<file path="src/inc/cwt_pkg.sv">
// Purpose: Constants and types for the serial window timeout control block
// Assumes: 125 MHz core clock, serial target reached over its two bus pins
// Notes:   One place for offsets, field positions, resets and timing
// What this block does
// - The ready-line timeout equals the timeout register times 0.32 ms.
// - The timeout register resets to 0x20, a default of 10.24 ms.
// - With stop-disable clear, a STOP closes the communication window.
// - With stop-disable set, only a START-free timeout closes the window.
// - Reseed bits 2 to 0 enable auto reseed per channel; reset is 0x07.
// - The reseed enables gate only the two halt-timeout reseeds, not others.
// - No spike filter is applied to the serial clock and data lines.
package cwt_pkg;

    // Register offsets
    localparam logic [7:0] REG_READY_TIMEOUT_PERIOD = 8'hd9;
    localparam logic [7:0] REG_BUS_WINDOW_SETTINGS  = 8'hda;
    localparam logic [7:0] REG_AUTO_RESEED_ENABLES  = 8'hdb;

    // Reset values
    localparam logic [7:0] RST_READY_TIMEOUT_PERIOD = 8'h20;
    localparam logic [7:0] RST_BUS_WINDOW_SETTINGS  = 8'h01;
    localparam logic [7:0] RST_AUTO_RESEED_ENABLES  = 8'h07;

    // Field positions
    localparam int BIT_STOP_DISABLE = 7;
    localparam int BIT_SET_ONE      = 0;
    localparam int BIT_SENSE_CHANNEL_TWO  = 2;
    localparam int BIT_SENSE_CHANNEL_ONE  = 1;
    localparam int BIT_SENSE_CHANNEL_ZERO = 0;
    localparam int RESEED_CHANNELS  = 3;

    // Timing
    localparam int CLK_PERIOD_NS      = 8;
    localparam int TIMEOUT_STEP_NS    = 320000;
    localparam int TIMEOUT_STEP_CYCLES = TIMEOUT_STEP_NS / CLK_PERIOD_NS;

    // Default target address; arbitrary value
    localparam logic [6:0] DEF_TARGET_ADDR = 7'h44;

    // Serial target sequencer states
    typedef enum logic [2:0] {
        CWT_IDLE,
        CWT_RX,
        CWT_ACK,
        CWT_TX,
        CWT_MACK
    } cwt_state_t;

    // Role of the byte being received
    typedef enum logic [1:0] {
        CWT_BYTE_ADDR,
        CWT_BYTE_PTR,
        CWT_BYTE_DATA
    } cwt_byte_t;

endpackage : cwt_pkg

</file>
<file path="src/inc/cwt_if.sv">
// Purpose: Bus events passed from the pin monitor to the target core
// Assumes: All signals are on the core clock
// Notes:   Events are single-cycle pulses; sda is the synchronised level
`timescale 1ns/1ps
interface cwt_if;
    logic start;
    logic stop;
    logic scl_rise;
    logic scl_fall;
    logic sda;

    modport mon  (output start, stop, scl_rise, scl_fall, sda);
    modport core (input  start, stop, scl_rise, scl_fall, sda);
endinterface : cwt_if

</file>
<file path="src/rtl/cwt_bus_mon.sv">
// Purpose: Synchronise the serial pins and find edges, START and STOP
// Assumes: Serial clock far slower than the core clock
// Notes:   Two sync flops per pin, then edge logic on stage two and its delayed copy
`timescale 1ns/1ps
module cwt_bus_mon
    import cwt_pkg::*;
(
    input  wire logic clk,
    input  wire logic rst,
    input  wire logic ce,
    input  wire logic scl_pin,
    input  wire logic sda_pin,
    cwt_if.mon        ev
);
    logic scl_ff1;
    logic scl_ff2;
    logic scl_prev;
    logic sda_ff1;
    logic sda_ff2;
    logic sda_prev;

    // Plain two-flop sync; no spike suppression, every edge counts
    always_ff @(posedge clk) begin
        if (rst) begin
            scl_ff1  <= 1'b1;
            scl_ff2  <= 1'b1;
            scl_prev <= 1'b1;
            sda_ff1  <= 1'b1;
            sda_ff2  <= 1'b1;
            sda_prev <= 1'b1;
        end else if (ce) begin
            scl_ff1  <= scl_pin;
            scl_ff2  <= scl_ff1;
            scl_prev <= scl_ff2;
            sda_ff1  <= sda_pin;
            sda_ff2  <= sda_ff1;
            sda_prev <= sda_ff2;
        end
    end

    // Conditions from the second stage and its delayed copy
    assign ev.scl_rise = ce & scl_ff2 & ~scl_prev;
    assign ev.scl_fall = ce & ~scl_ff2 & scl_prev;
    assign ev.start    = ce & scl_ff2 & scl_prev & sda_prev & ~sda_ff2;
    assign ev.stop     = ce & scl_ff2 & scl_prev & ~sda_prev & sda_ff2;
    assign ev.sda      = sda_ff2;

endmodule : cwt_bus_mon

</file>
<file path="src/rtl/cwt_top.sv">
// Purpose: Serial target with window timeout and reseed gating registers
// Assumes: Core clock 125 MHz; bus pins asynchronous to it
// Notes:   Pointer byte then data bytes; pointer auto-increments
`timescale 1ns/1ps
module cwt_top
    import cwt_pkg::*;
#(
    parameter int         TICK_CYCLES = TIMEOUT_STEP_CYCLES,
    parameter int         NUM_CH      = RESEED_CHANNELS,
    parameter logic [6:0] TARGET_ADDR = DEF_TARGET_ADDR
)
(
    input  wire logic              clk,
    input  wire logic              rst,
    input  wire logic              ce,
    input  wire logic              scl_i,
    input  wire logic              sda_i,
    output logic                   sda_o,
    output logic                   sda_oe,
    output logic                   window_open,
    output logic                   stop_disable,
    input  wire logic [NUM_CH-1:0] halt_discrete_req,
    input  wire logic [NUM_CH-1:0] halt_quick_req,
    input  wire logic [NUM_CH-1:0] other_reseed_req,
    output logic      [NUM_CH-1:0] reseed_cmd
);
    // Refuse settings the logic cannot serve
    if (TICK_CYCLES < 1) begin : g_bad_tick
        $error("TICK_CYCLES must be at least one");
    end
    if (NUM_CH < 1 || NUM_CH > RESEED_CHANNELS) begin : g_bad_ch
        $error("NUM_CH must be between one and three");
    end

    cwt_if ev ();

    cwt_bus_mon u_mon (
        .clk     (clk),
        .rst     (rst),
        .ce      (ce),
        .scl_pin (scl_i),
        .sda_pin (sda_i),
        .ev      (ev)
    );

    logic [7:0]  ready_timeout_period;
    logic        set_one;
    logic [2:0]  auto_reseed_enables;
    cwt_state_t  state;
    cwt_byte_t   kind;
    logic [7:0]  ptr;
    logic [7:0]  rx_sh;
    logic [7:0]  tx_sh;
    logic [3:0]  bit_cnt;
    logic        rw;
    logic        nack;
    logic        tmr_run;
    logic [31:0] tick_cnt;
    logic [7:0]  unit_cnt;
    logic        byte_done;
    logic        wr_en;
    logic [7:0]  rd_byte;

    // Register read decode; unmapped and reserved bits read zero
    function automatic logic [7:0] reg_read(input logic [7:0] a,
                                            input logic [7:0] tp,
                                            input logic       sd,
                                            input logic       s1,
                                            input logic [2:0] re);
        logic [7:0] d;
        d = 8'h00;
        case (a)
            REG_READY_TIMEOUT_PERIOD: d = tp;
            REG_BUS_WINDOW_SETTINGS: begin
                d[BIT_STOP_DISABLE] = sd;
                d[BIT_SET_ONE]      = s1;
            end
            REG_AUTO_RESEED_ENABLES: d[2:0] = re;
            default: d = 8'h00;
        endcase
        return d;
    endfunction : reg_read

    assign byte_done = ev.scl_fall && bit_cnt == 4'h8 && state == CWT_RX;
    assign wr_en     = byte_done && kind == CWT_BYTE_DATA;
    assign rd_byte   = reg_read(ptr, ready_timeout_period, stop_disable,
                                set_one, auto_reseed_enables);

    // Register file writes from data bytes
    always_ff @(posedge clk) begin
        if (rst) begin
            ready_timeout_period <= RST_READY_TIMEOUT_PERIOD;
            stop_disable <= RST_BUS_WINDOW_SETTINGS[BIT_STOP_DISABLE];
            set_one      <= RST_BUS_WINDOW_SETTINGS[BIT_SET_ONE];
            auto_reseed_enables <= RST_AUTO_RESEED_ENABLES[2:0];
        end else if (ce && wr_en) begin
            case (ptr)
                REG_READY_TIMEOUT_PERIOD: ready_timeout_period <= rx_sh;
                REG_BUS_WINDOW_SETTINGS: begin
                    // Bits 6..1 are not stored; host keeps them clear
                    stop_disable <= rx_sh[BIT_STOP_DISABLE];
                    set_one      <= rx_sh[BIT_SET_ONE];
                end
                REG_AUTO_RESEED_ENABLES:
                    auto_reseed_enables <= rx_sh[2:0];
                default: ;
            endcase
        end
    end

    // Serial target sequencer
    always_ff @(posedge clk) begin
        if (rst) begin
            state   <= CWT_IDLE;
            kind    <= CWT_BYTE_ADDR;
            ptr     <= 8'h00;
            rx_sh   <= 8'h00;
            tx_sh   <= 8'h00;
            bit_cnt <= 4'h0;
            rw      <= 1'b0;
            nack    <= 1'b0;
            sda_oe  <= 1'b0;
        end else if (ce) begin
            if (ev.start) begin
                // Repeated START restarts the address phase
                state   <= CWT_RX;
                kind    <= CWT_BYTE_ADDR;
                bit_cnt <= 4'h0;
                sda_oe  <= 1'b0;
            end else if (ev.stop) begin
                state  <= CWT_IDLE;
                sda_oe <= 1'b0;
            end else begin
                case (state)
                    CWT_RX: begin
                        if (ev.scl_rise && bit_cnt != 4'h8) begin
                            rx_sh   <= {rx_sh[6:0], ev.sda};
                            bit_cnt <= bit_cnt + 4'h1;
                        end
                        if (byte_done) begin
                            bit_cnt <= 4'h0;
                            case (kind)
                                CWT_BYTE_ADDR: begin
                                    if (rx_sh[7:1] == TARGET_ADDR) begin
                                        rw     <= rx_sh[0];
                                        sda_oe <= 1'b1;
                                        state  <= CWT_ACK;
                                    end else begin
                                        state <= CWT_IDLE;
                                    end
                                end
                                CWT_BYTE_PTR: begin
                                    ptr    <= rx_sh;
                                    sda_oe <= 1'b1;
                                    state  <= CWT_ACK;
                                end
                                default: begin
                                    ptr    <= ptr + 8'h01;
                                    sda_oe <= 1'b1;
                                    state  <= CWT_ACK;
                                end
                            endcase
                        end
                    end
                    CWT_ACK: begin
                        if (ev.scl_fall) begin
                            if (rw) begin
                                tx_sh   <= rd_byte;
                                sda_oe  <= ~rd_byte[7];
                                bit_cnt <= 4'h1;
                                state   <= CWT_TX;
                            end else begin
                                sda_oe <= 1'b0;
                                kind   <= (kind == CWT_BYTE_ADDR) ?
                                          CWT_BYTE_PTR : CWT_BYTE_DATA;
                                state  <= CWT_RX;
                            end
                        end
                    end
                    CWT_TX: begin
                        if (ev.scl_fall) begin
                            if (bit_cnt == 4'h8) begin
                                sda_oe <= 1'b0;
                                ptr    <= ptr + 8'h01;
                                state  <= CWT_MACK;
                            end else begin
                                tx_sh   <= {tx_sh[6:0], 1'b0};
                                sda_oe  <= ~tx_sh[6];
                                bit_cnt <= bit_cnt + 4'h1;
                            end
                        end
                    end
                    CWT_MACK: begin
                        if (ev.scl_rise) begin
                            nack <= ev.sda;
                        end
                        if (ev.scl_fall) begin
                            if (nack) begin
                                state <= CWT_IDLE;
                            end else begin
                                tx_sh   <= rd_byte;
                                sda_oe  <= ~rd_byte[7];
                                bit_cnt <= 4'h1;
                                state   <= CWT_TX;
                            end
                        end
                    end
                    default: state <= CWT_IDLE;
                endcase
            end
        end
    end

    // Open drain: only ever pulls low
    always_ff @(posedge clk) begin
        if (rst) begin
            sda_o <= 1'b0;
        end else if (ce) begin
            sda_o <= 1'b0;
        end
    end

    // Communication window open and close
    always_ff @(posedge clk) begin
        if (rst) begin
            window_open <= 1'b0;
        end else if (ce) begin
            if (byte_done && kind == CWT_BYTE_ADDR &&
                rx_sh[7:1] == TARGET_ADDR) begin
                window_open <= 1'b1;
            end else if (ev.stop && !stop_disable) begin
                window_open <= 1'b0;
            end else if (tmr_run && !ev.start &&
                         unit_cnt >= ready_timeout_period) begin
                window_open <= 1'b0;
            end
        end
    end

    // Timeout in 0.32 ms units; armed by STOP, cleared by START
    always_ff @(posedge clk) begin
        if (rst) begin
            tmr_run  <= 1'b0;
            tick_cnt <= 32'h0;
            unit_cnt <= 8'h00;
        end else if (ce) begin
            if (ev.start || !window_open || !stop_disable) begin
                tmr_run  <= 1'b0;
                tick_cnt <= 32'h0;
                unit_cnt <= 8'h00;
            end else if (ev.stop) begin
                tmr_run  <= 1'b1;
                tick_cnt <= 32'h0;
                unit_cnt <= 8'h00;
            end else if (tmr_run) begin
                // Whole-unit steps; saturate so 255 units still expire
                if (tick_cnt == 32'(TICK_CYCLES - 1)) begin
                    tick_cnt <= 32'h0;
                    if (unit_cnt != 8'hff) begin
                        unit_cnt <= unit_cnt + 8'h01;
                    end
                end else begin
                    tick_cnt <= tick_cnt + 32'h1;
                end
            end
        end
    end

    // Enables gate only halt-timeout reseeds; other requests pass
    always_ff @(posedge clk) begin
        if (rst) begin
            reseed_cmd <= '0;
        end else if (ce) begin
            reseed_cmd <= ((halt_discrete_req | halt_quick_req) &
                           auto_reseed_enables[NUM_CH-1:0]) |
                          other_reseed_req;
        end
    end

endmodule : cwt_top

</file>
<file path="config.mk">
export PLATFORM = sky130hd
export DESIGN_NAME = cwt_top
export DESIGN_NICKNAME = d
export VERILOG_FILES = /design/src/inc/cwt_pkg.sv /design/src/inc/cwt_if.sv /design/src/rtl/cwt_bus_mon.sv /design/src/rtl/cwt_top.sv
export SDC_FILE = /design/constraint.sdc
export NUM_CORES = 1
export LEC_CHECK = 0
export ABC_CLOCK_PERIOD_IN_PS = 5900
export BUFFER_PORTS_ARGS = -buffer_cell sky130_fd_sc_hd__buf_2
export CORE_ASPECT_RATIO = 0.7
export CORE_UTILIZATION = 55
export CTS_CLUSTER_DIAMETER = 60
export DETAILED_ROUTE_END_ITERATION = 7
export PLACE_DENSITY = 0.8
export SYNTH_ARGS = -nofsm -noshare
export SYNTH_HDL_FRONTEND = slang
export SYNTH_SLANG_ARGS = --single-unit
</file>
<file path="constraint.sdc">
create_clock -name clk -period 5.9 [get_ports clk]
set_input_delay 0.59 -clock clk [delete_from_list [all_inputs] [get_ports clk]]
set_output_delay 0.59 -clock clk [all_outputs]
set_load 0.005 [all_outputs]
</file>
Word-level counts from Yosys, hierarchy flattened:

Index checks and enable logic that the tools add are counted.

* bitwise operators: 20
* equal/unequal tests: 39
* reductions and logical operators: 43
* multiplexer cells: 71
* add/sub/neg operators: 4
* order comparisons: 1

Operators with widths (count)
* 32-bit 2-to-1 mux: 4
* 8-bit 2-to-1 mux: 8
* 4-bit 2-to-1 mux: 11
* 7-bit 2-to-1 mux: 6
* 32-bit by 1-bit adder with 32-bit output, second input constant: 1
* 32-bit by 16-bit equality test with 1-bit output, second input constant: 1
* 8-bit one-hot mux with 2 select lines: 2
* 4-bit != test, second input constant: 7
* 8-bit equality test, second input constant: 3
* 3-bit 2-to-1 mux: 8
* 2-bit != test, second input constant: 11
* 7-bit one-hot mux with 3 select lines: 1
* 10-bit AND reduction: 2
* 2-bit 2-to-1 mux: 9
* 3-bit != test, second input constant: 6
* 8-bit by 1-bit adder with 8-bit output, second input constant: 2
* 1-bit 2-to-1 mux: 16
* 4-bit one-hot mux with 4 select lines: 1
* 8-bit AND reduction: 2
* 5-bit AND reduction: 3
* 3-bit nonzero test: 5
* 3-bit one-hot mux with 4 select lines: 1
* 2-bit AND reduction: 6
* 1-bit logical AND: 10
* other kinds (29): 52

* flip-flop bits (word level): 99
* word-level logic and storage cells: 202

Longest topological paths before layout:

* depth after elaboration: 10
* gate-level depth with buffers: 8
* depth with buffers taken out: 7

Cells and area by module:

A second synthesis with hierarchy kept.

* cell total of the unflattened synthesis: 623
* area, all modules: 5134.9 um^2

By module, submodules not included
* cwt_top: cells an instance 597, times used 1, seq. area each 1861.8 um^2, area an instance 4849.7 um^2
* cwt_bus_mon: cells an instance 26, times used 1, seq. area each 120.1 um^2, area an instance 285.3 um^2

Worst setup path before layout:

Ideal clock, no wire load.

* path type: reg2reg
* start: register bit_cnt[0]
* end: register tx_sh[0]
* data arrival time: 1.875 ns
* cell stages (with the launch flop): 8
* required time: 5.829 ns
* buffers on the path: 0
* library setup time: 0.071 ns
* clock period less this slack: 1.945 ns
* setup slack: 3.955 ns
* cell sequence: dfxtp_1 inv_1 ha_1 and3b_1 a211oi_2 o2111ai_2 or3_1 a21oi_1

* cells in the longest elaborated chain, start to end: 3

RTL lines
* start, declared: RTL line cwt_top.sv:54 `logic [3:0] bit_cnt;`
* start signal, assigned: RTL line cwt_top.sv:138 `bit_cnt <= bit_cnt + 4'h1;`
* start signal, assigned: RTL line cwt_top.sv:189 `bit_cnt <= bit_cnt + 4'h1;`
* 4-bit equality test: RTL line cwt_top.sv:182 `if (bit_cnt == 4'h8) begin`
* 2-bit != test (no line)
* 10-bit AND reduction (no line)
* end signal, assigned: RTL line cwt_top.sv:168 `tx_sh <= rd_byte;`
* end signal, assigned: RTL line cwt_top.sv:187 `tx_sh <= {tx_sh[6:0], 1'b0};`
* end signal, assigned: RTL line cwt_top.sv:201 `tx_sh <= rd_byte;`
* end, declared: RTL line cwt_top.sv:53 `logic [7:0] tx_sh;`

No other way between the ends.
A chain may end at the register's enable or synchronous reset.

==> results_dict.tcl <==
set metrics [dict create \
    drtIter0Drc 410 \
    core_region_area_mm2 0.00976 \
    crit_buf_inv 2 \
    viasPerCell 6.26 \
    fin_skew_ns 0.00582 \
    yosysTopAreaCell "dfxtp_1" \
    critPathKind "in2reg" \
    io_buffers 19 \
    switching_power_w 0.000310 \
    drt_pass1_iterations 7 \
    grt_antenna_before_repair 0 \
    final_core_util_pct 61.2 \
    arrival_ns 3.01 \
    numCtsBuffers 9 \
    clock_latency_ns 0.34 \
    drc 0 \
    period_minus_slack_ns 2.79 \
    start_util_pct 56.9 \
    max_freq_mhz 359 \
    clockRootBuffer "clkbuf_16" \
    ys_top_cells_by_count "99 x dfxtp_1, 76 x nor2_1, 62 x nand2_1, 37 x mux2i_1, 31 x o21ai_0" \
    p_leak_nw 2.14 \
    synth_cells 670 \
    fin_ws_ns 3.11 \
    worstPathMaxFanout 48 \
    synth_seq_area_share_pct 35.7 \
    final_hold_viol_count 0 \
    cts_setup_buffers 0 \
    drive_above_1_share_pct 9.05 \
    pre_cts_ws_ns 2.81 \
    switching_share_pct 22.4 \
    num_vias 5018 \
    dieHeight_um 86.1 \
    cp-start-kind "input pin" \
    worst_ep_required_time_ns 6.13 \
    yosys-top-cells-area "dfxtp_1 36%, mux2i_1 6.7%, nor2_1 5.1%" \
    routed_wl_um 13400 \
    cts_tree "yes" \
    synth_top_area_share_pct 35.7 \
    total_power_w 0.00138 \
    layout.cells.non_filler 802 \
    tns_ns 0 \
    grt_first_pass_wirelength_um 22100 \
    ir_drop_mv 0.158 \
    nFillCells 806 \
    async_flop_share_pct 0 \
    rows 30 \
    crit_top_cell "nor2_1" \
    power_density_mw_per_mm2 231 \
    cp_top_family "buffers and inverters" \
    tightest_slew_ns 1.25 \
    drt.antenna.violating_nets 0 \
    ys_ff_latch 99 \
    slowest_stage "clkinv_1" \
    place_congestion 0.944 \
    syn2layout_area_growth_pct 7.46 \
    cts.sinks 99 \
    antenna_cells 0 \
    status "complete, no violations" \
    fin_nets 698 \
    hold_path_class "reg2reg" \
    grt-ovfl-total 0 \
    ys_types 81 \
    cts_resized 0 \
    dieArea_mm2 0.0105 \
    htreeDepth 3 \
    io_pins 21 \
    cap_violations 0 \
    finalSetupViolCount 0 \
    synth_area_per_cell_um2 8.29 \
    path_cells "buf_2 > clkinv_1 > o211ai_1 > nor2_1 > a41oi_1 > nor2_1" \
    grt_max_degree 49 \
    ctsHoldBuffers 0 \
    yosys_warnings 0 \
    synth_edf_count 0 \
    dpl.hpwl_um 9430 \
    synth_most_common_cell "dfxtp_1" \
    p_comb_share_pct 4.5 \
    cts_buffer_depth 2 \
    grt_util_all_layers_pct 26.6 \
    slew_headroom_pct 16.5 \
    dieWidth_um 122 \
    rsz0062_at_grt "no" \
    power.share.clock_pct 45.9 \
    synth_area_mm2 0.00556 \
    synth_flop_cell "dfxtp_1" \
    seq_power_share_pct 49.6 \
    worst_path_largest_cell_delay_ns 0.77 \
    grt_pass1_vias 4477 \
    path_clk_slew_ns 0.07 \
    drt-wirelength-per-cell_um 16.7 \
    period_share_pct 47.2 \
    synth_nets 699 \
    dp.cells 786 \
    p_int_w 0.00107 \
    slew_viol_final 0 \
    cp-end-kind "register" \
]
## layer usage
layer  vias to the layer above  track usage, %  wire, um
li1                       2432               -         -
met1                      2379            38.6      6410
met2                       191            39.9      5870
met3                        16            4.72       908
met4                         0            7.76       172
met5                         -               0         0
## registers in the layout, indices dropped and copies added (netlist names), 2 cells and up
name	cells
tick_cnt	32
ptr	8
ready_timeout_period	8
rx_sh	8
unit_cnt	8
tx_sh	7
bit_cnt	4
auto_reseed_enables	3
reseed_cmd	3
state	3
kind	2
## stage by stage
stage / instance area, um^2 / hold WS (ns)
2_1_floorplan: 5560 / 0.432
3_3_place_gp: 5650 / 0.441
3_5_place_dp: 5650 / 0.448
4_1_cts: 5970 / 0.458
5_1_grt: 5970 / 0.492
6_report: 5970 / 0.462
## path summary, 6_finish.rpt
kind | endpoint | from | slack [ns] | cells past startpoint
setup / recovery | unit_cnt[4] | rst | 3.11 | 6
hold / removal | tx_sh[0] | tx_sh[0] | 0.46 | 2
hold reg to reg | tx_sh[0] | tx_sh[0] | 0.46 | 2
setup reg to reg | tick_cnt[12] | tick_cnt[0] | 3.25 | 5
## cells in the final DEF (no fill, tap or decap), types with 18 or more instances in the layout
cell type	n
a21oi_1	29
nor2_1	76
buf_2	19
nand4_1	23
nand2_1	62
o21ai_0	31
xnor2_1	18
nand3_1	30
inv_1	20
mux2i_1	37
dfxtp_1	99
## kinds of logic after synthesis
logic type / share of synthesized area [%]
compound gates: 15.0
buf+inv: 4.71
simple gates: 30.7
other cells: 0.0675
fa+ha+maj: 3.38
mux: 6.67
xor+xnor: 3.78
flops: 35.7
## worst min-delay path: cells and delay by family (launching register included)
kind	cells	cell delay (ns)
simple gates	1	0.06
flops	1	0.31
compound gates	1	0.05
## power groups by stage
stage          clock network, W  registers [W]  logic (W)
3_3_place_gp                  0       0.000699  0.0000600
6_report               0.000634       0.000684  0.0000626
5_1_grt                0.000671       0.000685  0.0000687
3_5_place_dp                  0       0.000699  0.0000614
2_1_floorplan                 0       0.000696  0.0000504
4_1_cts                0.000643       0.000684  0.0000619
## cell type report
class	count	area (um^2)	share of cell area, %
sequential	99	1980	33.2
clock buffer	11	233	3.90
inverter	22	82.6	1.38
tap	128	160	2.68
timing repair buffer	21	110	1.84
multi-input combinational	516	3320	55.5
clock inverter	5	86.3	1.45
(Power assumes the default switching activity.)
